--- src/pkg/dscg_pkg.sv ---
// Package for the deep-sleep clock gating register block
// What this block does
// [RQ1] A set gating bit clocks its unit; a clear bit leaves it unclocked.
// [RQ2] Accesses to a unit whose clock is gated off answer with a bus fault.
// [RQ3] Reset clears every gating bit so all units start unclocked.
// [RQ4] Run, sleep or deep-sleep gating register selected by the current power mode.
// [RQ5] Sleep and deep-sleep settings apply only when automatic gating is selected.
// [RQ6] Comparators at 26:24, timers 19:16, I2C 12, serial ports 5:4, UARTs 2:0.
// [RQ7] Bit positions without a unit affect no clock.
// [RQ8] Reserved bits read zero and ignore writes; software preserves them.
package dscg_pkg;
  localparam logic [11:0] DSCG_OFFS_DEEP = 12'h124;
  localparam logic [11:0] DSCG_OFFS_RUN = 12'h104;
  localparam logic [11:0] DSCG_OFFS_SLEEP = 12'h114;
  localparam logic [11:0] DSCG_OFFS_CFG = 12'h060;
  localparam logic [31:0] DSCG_RESET_VAL = 32'h00000000;
  localparam logic [31:0] DSCG_VALID_MASK = 32'h070F1037;
  localparam int DSCG_ACG_BIT = 27;
  localparam int DSCG_NUM_UNITS = 32;
  localparam logic [1:0] DSCG_RESP_OKAY = 2'h0;
  localparam logic [1:0] DSCG_RESP_SLVERR = 2'h2;

  typedef enum logic [1:0] {
    DSCG_MODE_RUN,
    DSCG_MODE_SLEEP,
    DSCG_MODE_DEEP
  } dscg_mode_e;

  // Unit-side access request from the peripheral bus decoder
  typedef struct packed {
    logic valid;
    logic [4:0] unit;
  } dscg_periph_req_s;
endpackage

--- src/hdl/dscg_top.sv ---
// Deep-sleep clock gating register block with AXI4-Lite slave
//
// Our own choice: the AXI4-Lite slave port.
`timescale 1ns/100ps
`default_nettype none
module dscg_top (
  input wire logic clk,
  input wire logic reset,
  input wire logic [11:0] s_axi_awaddr,
  input wire logic s_axi_awvalid,
  output logic s_axi_awready,
  input wire logic [31:0] s_axi_wdata,
  input wire logic [3:0] s_axi_wstrb,
  input wire logic s_axi_wvalid,
  output logic s_axi_wready,
  output logic [1:0] s_axi_bresp,
  output logic s_axi_bvalid,
  input wire logic s_axi_bready,
  input wire logic [11:0] s_axi_araddr,
  input wire logic s_axi_arvalid,
  output logic s_axi_arready,
  output logic [31:0] s_axi_rdata,
  output logic [1:0] s_axi_rresp,
  output logic s_axi_rvalid,
  input wire logic s_axi_rready,
  input wire dscg_pkg::dscg_mode_e power_mode,
  input wire dscg_pkg::dscg_periph_req_s periph_req,
  output logic periph_bus_fault,
  output logic [31:0] unit_clk_en
);

  ////////////////////////////////////////////////////////////////////////////
  // Register state
  logic [31:0] deep_sleep_clock_gate_1_reg, deep_sleep_clock_gate_1_next;
  logic [31:0] run_clock_gate_1_reg, run_clock_gate_1_next;
  logic [31:0] sleep_clock_gate_1_reg, sleep_clock_gate_1_next;
  logic auto_clock_gating_select_reg, auto_clock_gating_select_next;
  logic [11:0] awaddr_reg, awaddr_next;
  logic aw_held_reg, aw_held_next;
  logic [31:0] wdata_reg, wdata_next;
  logic [3:0] wstrb_reg, wstrb_next;
  logic w_held_reg, w_held_next;
  logic bvalid_reg, bvalid_next;
  logic [1:0] bresp_reg, bresp_next;
  logic rvalid_reg, rvalid_next;
  logic [1:0] rresp_reg, rresp_next;
  logic [31:0] rdata_reg, rdata_next;
  logic [31:0] clk_en_reg, clk_en_next;
  logic fault_reg, fault_next;
  logic [31:0] wmask;
  logic [31:0] active_gate;
  logic awready_reg, awready_next;
  logic wready_reg, wready_next;
  logic arready_reg, arready_next;

  // Byte-lane mask; reserved bits are dropped at commit instead
  always_comb begin
    for (int i = 0; i < 4; i++) begin
      wmask[i*8 +: 8] = {8{wstrb_reg[i]}};
    end
  end

  ////////////////////////////////////////////////////////////////////////////
  // AXI4-Lite slave and register updates
  always_comb begin
    awaddr_next = awaddr_reg;
    aw_held_next = aw_held_reg;
    wdata_next = wdata_reg;
    wstrb_next = wstrb_reg;
    w_held_next = w_held_reg;
    bvalid_next = bvalid_reg;
    bresp_next = bresp_reg;
    rvalid_next = rvalid_reg;
    rresp_next = rresp_reg;
    rdata_next = rdata_reg;
    deep_sleep_clock_gate_1_next = deep_sleep_clock_gate_1_reg;
    run_clock_gate_1_next = run_clock_gate_1_reg;
    sleep_clock_gate_1_next = sleep_clock_gate_1_reg;
    auto_clock_gating_select_next = auto_clock_gating_select_reg;
    if (s_axi_awvalid && !aw_held_reg) begin
      awaddr_next = s_axi_awaddr;
      aw_held_next = 1'b1;
    end
    if (s_axi_wvalid && !w_held_reg) begin
      wdata_next = s_axi_wdata;
      wstrb_next = s_axi_wstrb;
      w_held_next = 1'b1;
    end
    if (s_axi_bvalid && s_axi_bready) begin
      bvalid_next = 1'b0;
    end
    // Address and data may arrive in either order
    // Both halves held and no response pending: commit one write
    if (aw_held_reg && w_held_reg && !bvalid_reg) begin
      aw_held_next = 1'b0;
      w_held_next = 1'b0;
      bvalid_next = 1'b1;
      bresp_next = dscg_pkg::DSCG_RESP_OKAY;
      if (awaddr_reg[11:2] == dscg_pkg::DSCG_OFFS_DEEP[11:2]) begin
        deep_sleep_clock_gate_1_next = ((deep_sleep_clock_gate_1_reg & ~wmask) | (wdata_reg & wmask))
          & dscg_pkg::DSCG_VALID_MASK; // see [RQ8]
      end else if (awaddr_reg[11:2] == dscg_pkg::DSCG_OFFS_RUN[11:2]) begin
        run_clock_gate_1_next = ((run_clock_gate_1_reg & ~wmask) | (wdata_reg & wmask))
          & dscg_pkg::DSCG_VALID_MASK;
      end else if (awaddr_reg[11:2] == dscg_pkg::DSCG_OFFS_SLEEP[11:2]) begin
        sleep_clock_gate_1_next = ((sleep_clock_gate_1_reg & ~wmask) | (wdata_reg & wmask))
          & dscg_pkg::DSCG_VALID_MASK;
      end else if (awaddr_reg[11:2] == dscg_pkg::DSCG_OFFS_CFG[11:2]) begin
        if (wstrb_reg[dscg_pkg::DSCG_ACG_BIT / 8]) begin
          auto_clock_gating_select_next = wdata_reg[dscg_pkg::DSCG_ACG_BIT];
        end
      end else begin
        bresp_next = dscg_pkg::DSCG_RESP_SLVERR;
      end
    end
    if (s_axi_rvalid && s_axi_rready) begin
      rvalid_next = 1'b0;
    end
    if (s_axi_arvalid && !rvalid_reg) begin
      rvalid_next = 1'b1;
      rresp_next = dscg_pkg::DSCG_RESP_OKAY;
      rdata_next = '0;
      if (s_axi_araddr[11:2] == dscg_pkg::DSCG_OFFS_DEEP[11:2]) begin
        rdata_next = deep_sleep_clock_gate_1_reg;
      end else if (s_axi_araddr[11:2] == dscg_pkg::DSCG_OFFS_RUN[11:2]) begin
        rdata_next = run_clock_gate_1_reg;
      end else if (s_axi_araddr[11:2] == dscg_pkg::DSCG_OFFS_SLEEP[11:2]) begin
        rdata_next = sleep_clock_gate_1_reg;
      end else if (s_axi_araddr[11:2] == dscg_pkg::DSCG_OFFS_CFG[11:2]) begin
        rdata_next[dscg_pkg::DSCG_ACG_BIT] = auto_clock_gating_select_reg;
      end else begin
        rresp_next = dscg_pkg::DSCG_RESP_SLVERR;
      end
    end
    // Readies are flops of their own so no port leaves a gate
    awready_next = ~aw_held_next;
    wready_next = ~w_held_next;
    arready_next = ~rvalid_next;
  end

  ////////////////////////////////////////////////////////////////////////////
  // Gate selection and unit fault
  always_comb begin
    active_gate = run_clock_gate_1_reg;
    // Without automatic gating the run settings hold in every mode
    if (auto_clock_gating_select_reg) begin // see [RQ5]
      case (power_mode) // see [RQ4]
        dscg_pkg::DSCG_MODE_SLEEP: active_gate = sleep_clock_gate_1_reg;
        dscg_pkg::DSCG_MODE_DEEP: active_gate = deep_sleep_clock_gate_1_reg;
        default: active_gate = run_clock_gate_1_reg;
      endcase
    end
  end

  generate
    for (genvar g = 0; g < dscg_pkg::DSCG_NUM_UNITS; g++) begin : gen_en
      // Unassigned positions stay masked to zero
      assign clk_en_next[g] = active_gate[g] & dscg_pkg::DSCG_VALID_MASK[g]; // see [RQ1] see [RQ6] see [RQ7]
    end
  endgenerate

  // Fault one cycle after a request to an unclocked unit
  // Reserved positions never enable, so requests to them always fault
  assign fault_next = periph_req.valid & ~clk_en_reg[periph_req.unit]; // see [RQ2]

  always_ff @(posedge clk) begin
    if (reset) begin
      deep_sleep_clock_gate_1_reg <= dscg_pkg::DSCG_RESET_VAL; // see [RQ3]
      run_clock_gate_1_reg <= dscg_pkg::DSCG_RESET_VAL;
      sleep_clock_gate_1_reg <= dscg_pkg::DSCG_RESET_VAL;
      auto_clock_gating_select_reg <= 1'b0;
      awaddr_reg <= '0;
      aw_held_reg <= 1'b0;
      wdata_reg <= '0;
      wstrb_reg <= '0;
      w_held_reg <= 1'b0;
      bvalid_reg <= 1'b0;
      bresp_reg <= dscg_pkg::DSCG_RESP_OKAY;
      rvalid_reg <= 1'b0;
      rresp_reg <= dscg_pkg::DSCG_RESP_OKAY;
      rdata_reg <= '0;
      clk_en_reg <= dscg_pkg::DSCG_RESET_VAL;
      fault_reg <= 1'b0;
      awready_reg <= 1'b1;
      wready_reg <= 1'b1;
      arready_reg <= 1'b1;
    end else begin
      deep_sleep_clock_gate_1_reg <= deep_sleep_clock_gate_1_next;
      run_clock_gate_1_reg <= run_clock_gate_1_next;
      sleep_clock_gate_1_reg <= sleep_clock_gate_1_next;
      auto_clock_gating_select_reg <= auto_clock_gating_select_next;
      awaddr_reg <= awaddr_next;
      aw_held_reg <= aw_held_next;
      wdata_reg <= wdata_next;
      wstrb_reg <= wstrb_next;
      w_held_reg <= w_held_next;
      bvalid_reg <= bvalid_next;
      bresp_reg <= bresp_next;
      rvalid_reg <= rvalid_next;
      rresp_reg <= rresp_next;
      rdata_reg <= rdata_next;
      clk_en_reg <= clk_en_next;
      fault_reg <= fault_next;
      awready_reg <= awready_next;
      wready_reg <= wready_next;
      arready_reg <= arready_next;
    end
  end

  ////////////////////////////////////////////////////////////////////////////
  // Port outputs, each straight from a flop
  assign s_axi_awready = awready_reg;
  assign s_axi_wready = wready_reg;
  assign s_axi_bvalid = bvalid_reg;
  assign s_axi_bresp = bresp_reg;
  assign s_axi_arready = arready_reg;
  assign s_axi_rvalid = rvalid_reg;
  assign s_axi_rresp = rresp_reg;
  assign s_axi_rdata = rdata_reg;
  assign unit_clk_en = clk_en_reg;
  assign periph_bus_fault = fault_reg;

endmodule
`default_nettype wire

--- config.mk ---
export PLATFORM = sky130hd
export DESIGN_NAME = dscg_top
export DESIGN_NICKNAME = d
export VERILOG_FILES = /design/src/pkg/dscg_pkg.sv /design/src/hdl/dscg_top.sv
export SDC_FILE = /design/constraint.sdc
export NUM_CORES = 1
export LEC_CHECK = 0
export ABC_CLOCK_PERIOD_IN_PS = 3450
export BUFFER_PORTS_ARGS = -buffer_cell sky130_fd_sc_hd__buf_2
export CORE_MARGIN = 5
export CORE_UTILIZATION = 40
export DETAILED_ROUTE_END_ITERATION = 12
export GPL_TIMING_DRIVEN = 0
export HOLD_SLACK_MARGIN = 0.12
export PLACE_DENSITY = 0.77
export SYNTH_ARGS = -nofsm -noshare
export SYNTH_HDL_FRONTEND = slang
export SYNTH_SLANG_ARGS = --single-unit
export TNS_END_PERCENT = 50
--- constraint.sdc ---
create_clock -name clk -period 3.45 [get_ports clk]
set_clock_uncertainty 0.15 [all_clocks]
set_input_delay 0.345 -clock clk [delete_from_list [all_inputs] [get_ports clk]]
set_output_delay 0.345 -clock clk [all_outputs]
set_load 0.05 [all_outputs]
==> impl_results.md <==
* Boundary pin count at 149
* Die area at 14500 um^2
* Diode count at 0
* Final Core Density at 52.1%
* Worst Path Max Fanout at 10
* Worst-Skew Late Latency at 0.34 ns
* Worst r2r path cells at 5
* Int Pwr at 1.93 mW
* Fill count at 1097
* Total GRT Usage at 17.2%
* Clock power frac at 37.7%
* CP arrival at 2.08 ns
* Sequential Power Share at 48.2%
* Initial antenna violation count at 0
* Fin Setup TNS at 0 ns
* Area delta synth->final at 27.8%
* Nets at 773
* Share of cells above drive strength 1 at 23.3%
* Ys Warns at 0
* Die width at 121 um
* Worst Hold Launch: periph_req[5]
* Final Hold Viols at 0
* Max frequency at 511 MHz
* DP Area at 5640 um^2
* CP most frequent cell: clkbuf_1
* Commonest non-fill, non-tap cell in the layout: dfxtp_1
* Drt pass-1 iters at 4
* GRT overflow at 0
* Worst setup EP type: register
* PwrDens at 419 nW/um^2
* Fin worst setup slack at 1.49 ns
* CTS tree: done
* Final period demand of the worst path at 1.96 ns
* Max stage delay on crit path at 0.53 ns
* Number of global-route vias before repair at 4254
* Status: finished, final reports clean
* Flops & latches, synth at 105
* Worst Max-Slew Pin Slew at 0.555 ns
* Gpl congestion at 0.852
* Post-DR vias/cell at 4.98
* Switching Fraction at 26.1%
* WL final at 12600 um
* Slew Limit Fails at 0
* Port buffer count at 85
* Synth Instances at 530
* Psw at 684 uW
* CTS root buf: clkbuf_16
* Residual DRC at 0
* MaxCap Viol Count at 0
* Final setup violation count at 0
* Reg2Reg Setup Slack at 1.50 ns
* Vias at 4223
* DR iter-0 viols at 203
* Die Ht at 121 um
* Crit Path Class: primary input to register
* Synth area leaders: dfxtp_1 (43%), mux2i_1 (11%), nand2b_1 (6.7%)
* Tcrit/Tclk final at 56.7%
* First-pass GRT wire length at 20500 um
* Slowest cell on crit path: dlygate4sd3_1
* Initial core utilization at 40.7%
* R2r startpoint: awaddr_reg[7]
* CTS buffer count at 9
* RSZ-0062 raised after global routing: false
* Final instance area at 6250 um^2
* Main synth FF type: dfxtp_1
* Worst Hold End: periph_bus_fault
* Leakage at 2.79 nW
* Maximum vdd drop at 0.223 mV
* Rows at 40
* Post-detail-place hpwl at 9560 um
* FFs w/ async S/R, synth at 0%
* Worst endpoint required time at 3.57 ns
* EDFF count, synth at 0
* Synth unique cells at 47
* Post-Syn Area at 4890 um^2
* # H-tree levels at 3
* DR WL/cell at 14.8 um
* Power share of the combinational group at 14.2%
* Hold path depth at 2
* Hold WC Path Type: primary input to register
* CTS sink count at 105
* Postcts setup bufs at 0
* Core ar. at 12000 um^2
* Worst hold margin at 0.148 ns
* Routed Antenna Nets at 0
* Post-Syn Area per Cell at 9.23 um^2
* Fraction of post-synthesis cell area in the top cell type by area at 43.0%
* Largest net degree at the start of global routing at 17
* Clk slew on worst S/H paths at 0.07 ns
* Register area share after synthesis at 43.0%
* Most frequent cells in the layout: dfxtp_1 (105), buf_2 (88), nand2_1 (73), mux2i_1 (56), nand2b_1 (52)
* Largest area contributor in the netlist: dfxtp_1
* CP cell instances: dlygate4sd3_1 > buf_2 > nor2b_1 > clkbuf_1 > clkbuf_1 > nand2_1 > a21oi_1
* Relative slew slack at 63.0%
* Startpoint types: primary input
* Worst slack, placed at 1.27 ns
* Maximum root-to-sink buffer count at 2
[synthesized netlist by cell type, types with 2 or more instances]
cell	number
and4_2	3
a21oi_1	29
nand4_1	5
buf_2	3
nand2b_1	52
nand3b_1	3
a211oi_1	17
buf_6	2
buf_1	4
or2b_2	5
nand2_1	73
a22o_1	14
nor2b_1	8
ha_1	2
o21a_1	2
inv_1	4
o21ai_0	14
mux2i_1	56
a21o_1	2
nor2_1	23
buf_4	41
dfxtp_1	105
nand4_4	4
clkbuf_1	22
nor3b_1	2
a22oi_1	14
[power by group through the flow]
stage | registers, mW | clock network, mW | logic (mW)
2_1_floorplan | 1.31 | 0 | 0.241
3_3_place_gp | 1.29 | 0 | 0.329
3_5_place_dp | 1.29 | 0 | 0.336
4_1_cts | 1.26 | 0.991 | 0.365
5_1_grt | 1.26 | 1.04 | 0.398
6_report | 1.26 | 0.986 | 0.371
[worst max path at each step]
stage	startpoint	to	slack, ns
after floorplan	s_axi_rvalid	s_axi_rdata[12]	1.61
after global placement	s_axi_araddr[9]	s_axi_rdata[18]	1.30
after detailed placement	s_axi_araddr[9]	s_axi_rdata[16]	1.27
after CTS	awaddr_reg[7]	register	1.49
after global routing	s_axi_wvalid	wdata_reg[24]	1.33
final	s_axi_wvalid	wdata_reg[4]	1.49
[cells by family (layout without fill, tap and decap cells)]
kind of cell               count (synthesis)  after routing  share of synthesized area (%)
AOI/OAI and AO/OA                         97             97                           13.1
adders and majority gates                  2              2                          0.512
buffers and inverters                     77            210                           9.47
DFF                                      105            105                           43.0
muxes                                     56             56                           11.5
other                                      1             39                         0.0767
and+or+nand+nor                          192            192                           22.4
[area by class of cell]
| cell class | count | area [um^2] | area share, % |
|---|---|---|---|
| timing repair buffer | 117 | 746 | 11.9 |
| tap | 147 | 184 | 2.94 |
| inverter | 4 | 15.0 | 0.240 |
| clock inverter | 5 | 56.3 | 0.901 |
| buffer | 73 | 448 | 7.16 |
| sequential | 105 | 2100 | 33.6 |
| multi-input combinational | 386 | 2470 | 39.5 |
| clock buffer | 11 | 233 | 3.72 |
[per-stage QoR]
stage,power [mW],std cells
3_5_place_dp,1.63,800
5_1_grt,2.71,848
4_1_cts,2.62,848
2_1_floorplan,1.55,568
3_3_place_gp,1.62,800
6_report,2.62,848
[repair_timing]
action | in CTS | in global routing
endpoints found under the hold margin | 34 | 0
resized for setup | 0 | 0
hold buffers | 32 | 0
[worst max-delay path: cells and delay by family]
| kind | cells | cell delay (ns) |
|---|---|---|
| AO/OA/AOI/OAI | 1 | 0.14 |
| AND/OR/NAND/NOR | 2 | 0.25 |
| buffers and inverters | 4 | 1.35 |
[metal layers]
layer	vias up	share of wire, %	track usage [%]
met5	-	0	0
met1	1962	43	21.6
met3	17	7.6	4.26
met2	163	48	29.5
met4	0	1.4	4.46
li1	2081	-	-
(Power assumes the default switching activity.)
